$ cat config.mk
export PLATFORM = sky130hd
export DESIGN_NAME = sfc_scan_feedback_control
export DESIGN_NICKNAME = d
export VERILOG_FILES = /design/src/logic/sfc_pkg.sv /design/src/logic/sfc_scan_feedback_control.sv
export SDC_FILE = /design/constraint.sdc
export NUM_CORES = 1
export LEC_CHECK = 0
export BUFFER_PORTS_ARGS = -buffer_cell sky130_fd_sc_hd__buf_4
export CAP_MARGIN = 25
export CORE_MARGIN = 1.5
export CORE_UTILIZATION = 52
export CTS_CLUSTER_SIZE = 8
export DETAILED_ROUTE_END_ITERATION = 10
export PLACE_DENSITY = 0.77
export SLEW_MARGIN = 20
export SYNTH_ARGS = -nofsm -noshare
export SYNTH_HDL_FRONTEND = slang
export SYNTH_SLANG_ARGS = --single-unit
$ cat constraint.sdc
create_clock -name SYS_CLK_I -period 2.73 [get_ports SYS_CLK_I]
set_clock_uncertainty 0.2 [all_clocks]
set_input_delay 0.4095 -clock SYS_CLK_I [delete_from_list [all_inputs] [get_ports SYS_CLK_I]]
set_output_delay 0.4095 -clock SYS_CLK_I [all_outputs]
set_load 0.05 [all_outputs]
$ cat src/logic/sfc_pkg.sv
// What this block does
// - trigger at power-up inverts stored host mode
// - keyboard mode ignores host commands; host lamp control still acts
// - two indicators, each red, green or yellow
// - upper shows scanning, lower shows read result
// - scanning indicator dark while trigger released
// - scanning green until read result (pass or fail) or release
// - read indicator green pass, red fail, holds
// - press darkens read indicator until next read result, release or not
// - host control sets indicators directly
// - power-on low beep on reader module error
// - beep per good read, enable set after reset
// - forward read data at once after success
// - new scan only after release and re-pull
// - keep scanning until read or release
`default_nettype none
package sfc_pkg;
    localparam logic [1:0] LED_OFF    = 2'h0;
    localparam logic [1:0] LED_GREEN  = 2'h1;
    localparam logic [1:0] LED_RED    = 2'h2;
    localparam logic [1:0] LED_YELLOW = 2'h3;
    localparam logic       MODE_SERIAL = 1'h0;
    localparam logic       MODE_KBD    = 1'h1;
    localparam int unsigned CLK_HZ      = 100_000_000;
    localparam int unsigned BEEP_MS     = 100;
    localparam int unsigned ERR_BEEP_MS = 500;
    localparam int unsigned BEEP_CYC    = CLK_HZ / 1000 * BEEP_MS;
    localparam int unsigned ERR_CYC     = CLK_HZ / 1000 * ERR_BEEP_MS;
    localparam int unsigned ERR_TONE_HZ = 500;
    localparam int unsigned OK_TONE_HZ  = 2000;
    localparam int unsigned ERR_HALF    = CLK_HZ / ERR_TONE_HZ / 2;
    localparam int unsigned OK_HALF     = CLK_HZ / OK_TONE_HZ / 2;
    localparam int unsigned CW          = 26;
    localparam logic [CW-1:0] CNT_ZERO  = 26'h0;
    localparam logic [CW-1:0] CNT_ONE   = 26'h1;

    typedef enum logic [1:0] {
        ST_POWERUP = 2'b00,
        ST_IDLE    = 2'b01,
        ST_SCAN    = 2'b10,
        ST_DONE    = 2'b11
    } sfc_state_t;
endpackage
`default_nettype wire

$ cat src/logic/sfc_scan_feedback_control.sv
`default_nettype none
module sfc_scan_feedback_control #(
    parameter int unsigned BEEP_CYCLES     = sfc_pkg::BEEP_CYC,
    parameter int unsigned ERR_BEEP_CYCLES = sfc_pkg::ERR_CYC,
    parameter int unsigned OK_HALF_CYCLES  = sfc_pkg::OK_HALF,
    parameter int unsigned ERR_HALF_CYCLES = sfc_pkg::ERR_HALF
) (
    input  wire logic       SYS_CLK_I,
    input  wire logic       RST_N_I,
    input  wire logic       TRIGGER_I,
    input  wire logic       STORED_MODE_I,
    input  wire logic       READER_ERR_I,
    input  wire logic       BEEP_EN_WR_I,
    input  wire logic       BEEP_EN_VAL_I,
    input  wire logic       READ_DONE_I,
    input  wire logic       READ_PASS_I,
    input  wire logic [7:0] READ_DATA_I,
    input  wire logic       HOST_CTRL_I,
    input  wire logic [1:0] HOST_LED_TOP_I,
    input  wire logic [1:0] HOST_LED_BOT_I,
    input  wire logic       HOST_CMD_VALID_I,
    input  wire logic [7:0] HOST_CMD_I,
    output logic            HOST_MODE_O,
    output logic            MODE_WR_O,
    output logic            MODE_WR_VAL_O,
    output logic            SCAN_EN_O,
    output logic [1:0]      LED_TOP_O,
    output logic [1:0]      LED_BOT_O,
    output logic            BEEP_O,
    output logic            BEEP_EN_O,
    output logic            FWD_VALID_O,
    output logic [7:0]      FWD_DATA_O,
    output logic            CMD_VALID_O,
    output logic [7:0]      CMD_O
);
    localparam int unsigned CW = sfc_pkg::CW;

    typedef struct packed {
        sfc_pkg::sfc_state_t st;
        logic                host_mode;
        logic                mode_wr;
        logic                beep_en;
        logic [1:0]          led_top;
        logic [1:0]          led_bot;
        logic [CW-1:0]       beep_cnt;
        logic [CW-1:0]       tone_cnt;
        logic                tone_err;
        logic                beep;
        logic                fwd_valid;
        logic [7:0]          fwd_data;
        logic                cmd_valid;
        logic [7:0]          cmd;
    } sfc_regs_t;

    sfc_regs_t s_r;
    sfc_regs_t s_nxt;
    logic      beep_busy;

    assign beep_busy = (s_r.beep_cnt != sfc_pkg::CNT_ZERO);

    always_comb
    begin
        s_nxt           = s_r;
        s_nxt.mode_wr   = 1'b0;
        s_nxt.fwd_valid = 1'b0;
        s_nxt.cmd_valid = 1'b0;
        if (BEEP_EN_WR_I)
        begin
            s_nxt.beep_en = BEEP_EN_VAL_I;
        end
        // commands pass only in serial mode; keyboard mode drops them
        if (HOST_CMD_VALID_I
            && s_r.host_mode == sfc_pkg::MODE_SERIAL)
        begin
            s_nxt.cmd_valid = 1'b1;
            s_nxt.cmd       = HOST_CMD_I;
        end
        case (s_r.st)
            sfc_pkg::ST_POWERUP:
            begin
                // the trigger level is caught after reset release
                if (TRIGGER_I)
                begin
                    s_nxt.host_mode = ~STORED_MODE_I;
                    s_nxt.mode_wr   = 1'b1;
                end
                else
                begin
                    s_nxt.host_mode = STORED_MODE_I;
                end
                if (READER_ERR_I)
                begin
                    s_nxt.beep_cnt = CW'(ERR_BEEP_CYCLES);
                    s_nxt.tone_err = 1'b1;
                    s_nxt.tone_cnt = sfc_pkg::CNT_ZERO;
                end
                // a pull held through power-up must be released first
                s_nxt.st = TRIGGER_I ? sfc_pkg::ST_DONE : sfc_pkg::ST_IDLE;
            end
            sfc_pkg::ST_IDLE:
            begin
                s_nxt.led_top = sfc_pkg::LED_OFF;
                if (TRIGGER_I)
                begin
                    s_nxt.st      = sfc_pkg::ST_SCAN;
                    s_nxt.led_top = sfc_pkg::LED_GREEN;
                    s_nxt.led_bot = sfc_pkg::LED_OFF;
                end
            end
            sfc_pkg::ST_SCAN:
            begin
                if (!TRIGGER_I)
                begin
                    s_nxt.st      = sfc_pkg::ST_IDLE;
                    s_nxt.led_top = sfc_pkg::LED_OFF;
                end
                else if (READ_DONE_I)
                begin
                    s_nxt.st      = sfc_pkg::ST_DONE;
                    s_nxt.led_top = sfc_pkg::LED_OFF;
                    s_nxt.led_bot = READ_PASS_I ? sfc_pkg::LED_GREEN
                                                : sfc_pkg::LED_RED;
                    if (READ_PASS_I)
                    begin
                        s_nxt.fwd_valid = 1'b1;
                        s_nxt.fwd_data  = READ_DATA_I;
                        if (s_r.beep_en)
                        begin
                            s_nxt.beep_cnt = CW'(BEEP_CYCLES);
                            s_nxt.tone_err = 1'b0;
                            s_nxt.tone_cnt = sfc_pkg::CNT_ZERO;
                        end
                    end
                end
            end
            sfc_pkg::ST_DONE:
            begin
                s_nxt.led_top = sfc_pkg::LED_OFF;
                if (!TRIGGER_I)
                begin
                    s_nxt.st = sfc_pkg::ST_IDLE;
                end
            end
            default:
            begin
                s_nxt.st = sfc_pkg::ST_IDLE;
            end
        endcase
        // square-wave tone; pitch picks error or success sound
        if (beep_busy)
        begin
            s_nxt.beep_cnt = s_nxt.beep_cnt - sfc_pkg::CNT_ONE;
            if (s_r.tone_cnt == sfc_pkg::CNT_ZERO)
            begin
                s_nxt.tone_cnt = s_r.tone_err ? CW'(ERR_HALF_CYCLES - 1)
                                              : CW'(OK_HALF_CYCLES - 1);
                s_nxt.beep     = ~s_r.beep;
            end
            else
            begin
                s_nxt.tone_cnt = s_r.tone_cnt - sfc_pkg::CNT_ONE;
            end
        end
        else
        begin
            s_nxt.beep = 1'b0;
        end
    end

    always_ff @(posedge SYS_CLK_I)
    begin
        if (!RST_N_I)
        begin
            s_r           <= '0;
            s_r.st        <= sfc_pkg::ST_POWERUP;
            s_r.beep_en   <= 1'b1;
            s_r.host_mode <= sfc_pkg::MODE_SERIAL;
        end
        else
        begin
            s_r <= s_nxt;
        end
    end

    assign HOST_MODE_O   = s_r.host_mode;
    assign MODE_WR_O     = s_r.mode_wr;
    assign MODE_WR_VAL_O = s_r.host_mode;
    assign SCAN_EN_O     = (s_r.st == sfc_pkg::ST_SCAN);
    // host override of both lamps, any of the four codes
    assign LED_TOP_O     = HOST_CTRL_I ? HOST_LED_TOP_I
                                       : s_r.led_top;
    assign LED_BOT_O     = HOST_CTRL_I ? HOST_LED_BOT_I
                                       : s_r.led_bot;
    assign BEEP_O        = s_r.beep;
    assign BEEP_EN_O     = s_r.beep_en;
    assign FWD_VALID_O   = s_r.fwd_valid;
    assign FWD_DATA_O    = s_r.fwd_data;
    assign CMD_VALID_O   = s_r.cmd_valid;
    assign CMD_O         = s_r.cmd;
endmodule // sfc_scan_feedback_control
`default_nettype wire

# Word-level counts from Yosys, hierarchy flattened
# Index checks and enable logic that the tools add are counted.
totals:
  ff_bits: 81
  in_bits: 31
  output_inout_bits: 28
  word_cells: 78
classes:
  add_sub_neg: 2
  eq_ne: 16
  mux: 26
  n_bitwise: 3
  reduce_logical: 17
ops:
  columns: ["cell", "count"]
  rows:
  - ["2-to-1 mux 53 bit", 3]
  - ["one-hot mux 53 bit (2 select lines)", 1]
  - ["2-to-1 mux 57 bit", 1]
  - ["2-to-1 mux 55 bit", 1]
  - ["2-to-1 mux 52 bit", 1]
  - ["subtractor 26 x 1 -> 26 bit, second input constant", 2]
  - ["logical NOT 26 bit", 1]
  - ["2-to-1 mux 26 bit", 1]
  - ["nonzero test 26 bit", 1]
  - ["2-to-1 mux 2 bit", 9]
  - ["2-to-1 mux 9 bit", 2]
  - ["2-to-1 mux 17 bit", 1]
  - ["!= test 2 bit, second input constant", 6]
  - ["AND reduction 4 bit", 3]
  - ["AND reduction 6 bit", 2]
  - ["!= test 3 x 2 -> 1 bit, second input constant", 3]
  - ["one-hot mux 2 bit (4 select lines)", 1]
  - ["!= test 3 bit, second input constant", 2]
  - ["one-hot mux 2 bit (3 select lines)", 1]
  - ["AND reduction 2 bit", 3]
  - ["nonzero test 3 bit", 2]
  - ["equality test 2 bit, second input constant", 2]
  - ["one-hot mux 2 bit (2 select lines)", 1]
  - ["nonzero test 2 bit", 2]
  - ["other kinds (9)", 12]

# Logic depth before layout (Yosys ltp)
# Gate-level depths: netlist (run 1).
logic_depth:
  ltp_word: 7
  mapped_depth: 11

# Worst setup path before layout (run 1)
# No wires, ideal clock.
synth_timing:
  kind: "register to register"
  startpoint: "register s_r[20] (netlist bit)"
  endpoint: "register s_r[31] (netlist bit)"
  t_arrival_ps: 2582
  required_ps: 2406
  path_slack_ps: -176
  stages_incl_launch_ff: 11
  path_buffers: 3
  period_less_slack_ps: 2906
  path_cell_list: "dfxtp_1 inv_1 ha_1 or4b_1 buf_2 or4_4 buf_6 or4_4 buf_6 a31oi_1 o22ai_1"
synth_between:
  elab_chain_cells: 3
  word_cells_on_any_way: 4
synth_lines:
  columns: ["element", "line_no", "text"]
  rows:
  - ["from (decl)", "sfc_scan_feedback_control.sv:55", "sfc_regs_t s_r;"]
  - ["from (signal assigned)", "sfc_scan_feedback_control.sv:181", "s_r <= s_nxt;"]
  - ["subtractor 26 x 1 -> 26 bit / logical NOT 26 bit (equally long branches)", "sfc_scan_feedback_control.sv:161, sfc_scan_feedback_control.sv:153", null]
  - ["2-to-1 mux 26 bit (*)", "sfc_scan_feedback_control.sv:153", "if (s_r.tone_cnt == sfc_pkg::CNT_ZERO)"]
  - ["2-to-1 mux 52 bit (*)", "sfc_scan_feedback_control.sv:150", "if (beep_busy)"]
# Every way passes the cells marked *; elsewhere a longest branch is shown, timed or not.
# A chain may end at the register's enable or synchronous reset.

# Worst setup path after layout (run 1)
layout_timing:
  startpoint: "register s_r[20] (netlist bit)"
  endpoint: "register s_r[21] (netlist bit)"
# The elaborated chain is that of the path after synthesis.

==> results of run 1 <==
state kept, by name (all words and copies together), names as in the netlist:
| register | flops |
|---|---|
| HOST_MODE_O | 1 |
| CMD_VALID_O | 1 |
| FWD_VALID_O | 1 |
| CMD_O | 8 |
| FWD_DATA_O | 8 |
| BEEP_EN_O | 1 |
| MODE_WR_O | 1 |
| s_r | 58 |
| BEEP_O | 1 |
per-layer routing:
metal  GRT usage [%]  up-vias  routed length [um]
met5               0        -                   0
met4            11.6        0                 284
met3            5.78       34                 574
met2            46.0      118                5310
met1            32.2     1887                4620
li1                -     1954                   -
worst max-delay path, stage by stage (launching register included):
cell and delay (ns):
dfxtp_2 0.35, inv_2 0.07, ha_4 0.14, or4b_4 0.46, or4_4 0.50, or4_4 0.53
a311oi_1 0.32
layout make-up:
cell class	instances	area [um2]	area share, %
Multi-Input combinational cell	367	2240	45.8
Timing Repair Buffer	88	661	13.5
Sequential cell	80	1600	32.7
Inverter	8	30.0	0.612
Clock buffer	11	151	3.09
Clock inverter	5	86.3	1.76
Tap cell	102	128	2.60
worst max path at each step:
stage                  from  endpoint  slack [ns]  depth (start not counted)
floorplan           s_r[21]   s_r[31]     -0.0002                         10
global placement    s_r[31]   s_r[29]        0.06                          5
detailed placement  s_r[31]   s_r[29]        0.02                          5
CTS                 s_r[31]   s_r[29]        0.02                          5
global route        s_r[20]   s_r[31]       -0.02                          7
finish              s_r[20]   s_r[21]        0.05                          6
kinds of logic (layout without fill, tap and decap cells):
group,Yosys count,after routing,share of synthesized area (%)
compound gates,131,131,21.3
xor+xnor,14,14,3.02
fa+ha+maj,2,2,0.616
buf+inv,50,112,6.59
flops,80,80,39.4
mux,5,5,1.36
simple gates,215,215,27.6
Yosys cell counts (3+ instances only):
library cell	instances	share of area [%]
nand3b_1	3	0.55
or3_1	17	2.6
nor4b_1	3	0.65
dfxtp_1	80	39
inv_1	8	0.74
xnor2_1	6	1.3
o31ai_1	6	1.1
o21ai_1	4	0.49
a211oi_1	3	0.55
buf_4	17	3.1
nand4_1	6	0.92
nor4_1	14	2.2
o211ai_1	16	3.0
o21ai_0	16	2.0
mux2_2	4	1.1
nor3_1	18	2.2
a31oi_1	8	1.2
a21oi_1	40	4.9
clkbuf_1	17	1.6
nor2_1	39	3.6
o31a_1	4	0.86
buf_1	5	0.46
a21o_1	4	0.74
and3_1	5	0.77
nand3_1	14	1.7
nand2_1	62	5.7
or4_1	15	2.8
xor2_1	8	1.7
o2111ai_1	4	0.86
repair_timing:
| item | in CTS | in global routing |
|---|---|---|
| hold buffers | 0 | 0 |
| endpoints found under the hold margin | 0 | 0 |
| gates resized for setup | 0 | 5 |
| setup buffers | 0 | 0 |
| setup endpoints to repair | 0 | 22 |
report_power, final:
group	switching [mW]	leakage [nW]	internal [mW]	total (mW)
combinational	1.11	1.17	0.862	1.97
sequential	0.275	0.657	1.41	1.68
clock	0.453	0.120	0.571	1.02
==> metrics.md, run 1 <==
| Metric | Value |
|---|---|
| Worst Max-Slew Pin Slew | 0.546 ns |
| Post-DP HPWL | slightly below 8000 um |
| TritonCTS clock tree | done |
| Final setup margin | 0.0483 ns |
| Synthesized flop and latch total | 80 |
| Chip width | 91.4 um |
| Final Cell Area | about 4900 um2 |
| Fillers | 643 |
| Setup TNS | 0 ns |
| Antenna-violating nets left | 0 |
| Vias in the first global route | 3885 |
| Non-Filler Instances | 661 |
| Commonest non-fill, non-tap cell in the layout | buf_4 |
| Period utilization | a little over nine tenths |
| Clock sinks | 80 |
| RSZ-0062 raised after global routing | yes |
| First-pass GRT wire length | 18100 um |
| Setup CP Type | flop to flop |
| Normalized max-slew margin | 63.5% |
| Critical Path RT | 2.79 ns |
| CTS H-tree lvls | 3 |
| EDFF count, synth | 0 |
| Final net count | 587 |
| Fin crit period | 2.68 ns |
| DRT iter0 DRCs | 195 |
| Top-Level Pins | between 50 and 60 |
| DRT Pass-1 Iters | 5 |
| Worst Path Arrival | approximately 2.7 ns |
| Fin util | 64.1% |
| Synth-to-Final Area Change | 20.8% |
| RePlAce Congestion | just over 0.9 |
| Reg2reg end | s_r[21] |
| IO buf count | 58 |
| Share of cells above drive strength 1 | 22.7% |
| Worst r2r src | s_r[20] |
| Syn_nets | between 500 and 600 |
| R2R Setup Slk | approximately 0.048 ns |
| DR vias | 3993 |
| Hold EP | BEEP_EN_O |
| Synthesized instance count | 497 |
| Leak pwr | a little under 2 nW |
| Area after DPL | between 4000 and 5000 um2 |
| Final Hold Violating Endpoints | 0 |
| PwrDens | 953 nW/um2 |
| DR vias/cell | 6.04 |
| HP Class | input port to flop |
| Largest net degree at the start of global routing | roughly 40 |
| Endpoints failing setup | 0 |
| Root Buffer | clkbuf_8 |
| CTS Buf Count | 9 |
| Power Total | 4.67 mW |
| DR WL/cell | between 15 and 20 um |
| Starting density of the core | 53.1% |
| Initial antenna violation count | 0 |
| Sequential area share after synthesis | 39.4% |
| Crit path capture type | flop |
| Hold Path Cell Cnt | 3 |
| # rows | 32 |
| CP Max Fanout | 9 |
| Max cap viols | 0 |
| Yosys warns | 0 |
| Cell area after synthesis | just over 4000 um2 |
| Pre-CTS setup slack | 0.0222 ns |
| Reg2reg path depth | 6 |
| Core area | ~7600 um2 |
| Async S/R FF share, synth | 0% |
| GRT Overall Usage | 26.8% |
| Maximum clock frequency | 373 MHz |
| Pins over their slew limit | 0 |
| CTS Buffer Depth | 2 |
| Total wire length | around 11000 um |
| Worst-Skew Late Latency | ~0.37 ns |
| Diodes inserted | 0 |
| Total grt overflow | 0 |
| Hold Startpoint | BEEP_EN_VAL_I |
| Placed cells | approximately 650 |
| Residual DRC count | 0 |
| CTS clock-pin slew for the worst setup and hold paths | about 0.090 ns |
| Worst hold slack | just over 0.08 ns |
| Synth Flop Type | dfxtp_1 |
| VDD IR-drop max | 0.365 mV |
| Die Footprint | 8350 um2 |
| Status | complete, no violations |
| Most frequent cells in the layout | buf_4 (88), dfxtp_1 (78), nand2_1 (61) |
| Synthesized area per cell | 8.17 um2 |
| Unique masters post-synth | between 60 and 70 |
| Nature of the critical path startpoint | flop |
| Die height | between 90 and 100 um |
No activity file was read; power rests on OpenSTA's default activity.
==> run 2, diff against run 1 <==
- REMOVE_ABC_BUFFERS: default -> 1
==> metrics.md, run 2 (same netlist as run 1, synthesis figures left out) <==
| Metric | Value |
|---|---|
| Die Footprint | 8350 um2 (unchanged) |
| Hold EP | BEEP_EN_O |
| Worst hold slack | 0.0800 ns (-0.000926 ns) |
| Reg with most FFs | s_r |
| Total grt overflow | 0 (unchanged) |
| Crit path capture type | flop |
| Area after DPL | 4700 um2 (+1.4%) |
| Logic pwr share | 45.7% (+3.6 points) |
| Worst r2r src | s_r[28] |
| Worst Path Arrival | 2.75 ns (about the same) |
| Period utilization | 97.7% (-0.55 points) |
| Residual DRC count | 0 (unchanged) |
| Critical Path RT | 2.81 ns (+0.02 ns) |
| Final Cell Area | 4940 um2 (+0.69%) |
| CP Max Fanout | 6 (-3) |
| Hold Path Cell Cnt | 3 (unchanged) |
| Top sig layer | met4 |
| Most frequent cells in the layout | buf_4 (101), dfxtp_1 (80), nand2_1 (61) |
| Multi-input gate area | 2230 um2 (-0.78%) |
| Hold Buf Count CTS | 0 (unchanged) |
| Top-Level Pins | 59 (unchanged) |
| Non-Filler Instances | 673 (+1.8%) |
| Reg2reg path depth | 6 (unchanged) |
| DR vias | 4106 (+2.8%) |
| Max cap viols | 0 (unchanged) |
| Share of cells above drive strength 1 | 23.5% (+0.75 points) |
| DR vias/cell | 6.10 (+1.0%) |
| CTS Buf Count | 9 (unchanged) |
| DRT Pass-1 Iters | 5 (unchanged) |
| Power Total | 4.67 mW (about the same) |
| Final Hold Violating Endpoints | 0 (unchanged) |
| RePlAce Congestion | 0.913 (+0.26%) |
| HP Class | input port to flop |
| Met3 wire length | 521 um (-9.2%) |
| Clock share of power | 18.9% (-3.0 points) |
| Net Sw Frac | 40.4% (+1.2 points) |
| Worst-Skew Late Latency | 0.35 ns (-0.02 ns) |
| Status | complete, no violations |
| Final net count | 600 (+2.2%) |
| Vias in the first global route | 3889 (+0.10%) |
| Setup CP Type | flop to flop |
| Hold Startpoint | BEEP_EN_VAL_I |
| TritonCTS clock tree | done |
| Chip width | 91.4 um (unchanged) |
| Seq pwr share | 35.4% (-0.6 points) |
| PwrDens | 946 nW/um2 (-0.70%) |
| CTS H-tree lvls | 3 (unchanged) |
| Root Buffer | clkbuf_8 |
| R2R Setup Slk | 0.06 ns (about the same) |
| WL met2 | 5370 um (+1.1%) |
| CTS clock-pin slew for the worst setup and hold paths | 0.09 ns (about the same) |
| First-pass GRT wire length | 18100 um (about the same) |
| Fin crit period | 2.67 ns (-0.0149 ns) |
| Largest register FFs | 58 (unchanged) |
| Maximum clock frequency | 375 MHz (+0.56%) |
| Worst Max-Slew Pin Slew | 0.511 ns (-0.0349 ns) |
| DRT iter0 DRCs | 234 (+20%) |
| Diodes inserted | 0 (unchanged) |
| Antenna-violating nets left | 0 (unchanged) |
| Pins over their slew limit | 0 (unchanged) |
| Leak pwr | 1.99 nW (+2.0%) |
| Nature of the critical path startpoint | flop |
| Normalized max-slew margin | 65.5% (+2.0 points) |
| # rows | 32 (unchanged) |
| VDD IR-drop max | 0.513 mV (+41%) |
| Die height | 91.4 um (unchanged) |
| Endpoints failing setup | 0 (unchanged) |
| Synth-to-Final Area Change | 21.6% |
| Fillers | 664 (+3.3%) |
| Post-DP HPWL | 7810 um (+1.7%) |
| Cell-internal power | 2.78 mW (-1.9%) |
| Reg2reg end | s_r[40] |
| Commonest non-fill, non-tap cell in the layout | buf_4 |
| CTS Buffer Depth | 2 (unchanged) |
| Largest net degree at the start of global routing | 41 (unchanged) |
| Psw | 1.89 mW (+2.9%) |
| Core area | 7650 um2 (unchanged) |
| Initial antenna violation count | 0 (unchanged) |
| Placed cells | 657 (+1.9%) |
| Starting density of the core | 53.1% (unchanged) |
| M1 WL | 4600 um (-0.45%) |
| Total wire length | 10800 um (about the same) |
| Flip-flop and latch area | 1600 um2 (-0.16%) |
| GRT Overall Usage | 26.7% (-0.12 points) |
| IO buf count | 58 (unchanged) |
| Clock sinks | 80 (unchanged) |
| DR WL/cell | 16.0 um (-1.8%) |
[run 2: cell types whose count changed in the layout (fill, tap and decap cells not counted), moves of 2 or more]
cell	delta
buf_4	+13
clkinv_2	+2
clkinv_4	-2
dfxtp_1	+2
dfxtp_2	-2
inv_1	+2
inv_2	-2
or4_1	-2
or4_4	+2
[run 2: cell type report]
| cell class | count | area share (%) |
|---|---|---|
| clock buffer | 10 | 2.79 |
| inverter | 8 | 0.608 |
| tap | 102 | 2.58 |
| timing repair buffer | 101 | 15.4 |
| clock inverter | 5 | 1.14 |
| sequential | 80 | 32.4 |
| multi-input combinational | 367 | 45.1 |
[run 2: repair_timing]
item | in CTS | in global routing
resized for setup | 2 | 6
setup endpoints to repair | 2 | 15
setup buffers | 1 | 0
cloned | 0 | 0
pin swaps | 2 | 3
[run 2: metal layers]
layer,vias up,global-route usage (%)
met3,35,3.43
li1,1983,-
met1,1938,33.9
met4,0,11.7
met5,-,0
met2,150,45.2
[run 2: per-stage QoR]
stage / TNS (ns) / util [%] / setup WS, ns
after global routing: -0.0215 / 64.6 / -0.00849
after CTS: 0 / 64.2 / 0.0284
final: 0 / 64.6 / 0.0633
after detailed placement: -0.0198 / 61.5 / -0.0198
after global placement: 0 / 61.5 / 0.0339
after floorplan: -0.739 / - / -0.147
[run 2: worst max-delay path by stage]
stage,from,endpoint,slack [ns],cells past startpoint
detailed placement,s_r[20],s_r[43],-0.02,7
global placement,s_r[20],s_r[43],0.03,7
floorplan,s_r[52],s_r[36],-0.15,5
global route,s_r[28],s_r[43],-0.008,6
CTS,s_r[28],s_r[31],0.03,6
finish,s_r[28],s_r[40],0.06,6
[run 2: critical path: stages (launching register included)]
cell and delay, ns:
dfxtp_1 0.33, buf_4 0.16, or4_1 0.51, or4_4 0.56
buf_4 0.17, or4_4 0.49, o211ai_1 0.18
[run 2: power groups by stage]
stage | sequential (mW) | clock [mW] | combinational [mW]
CTS | 1.64 | 0.902 | 2.05
global placement | 1.65 | 0 | 1.99
detailed placement | 1.66 | 0 | 2.02
finish | 1.65 | 0.884 | 2.14
floorplan | 1.70 | 0 | 1.19
global route | 1.68 | 0.945 | 2.34
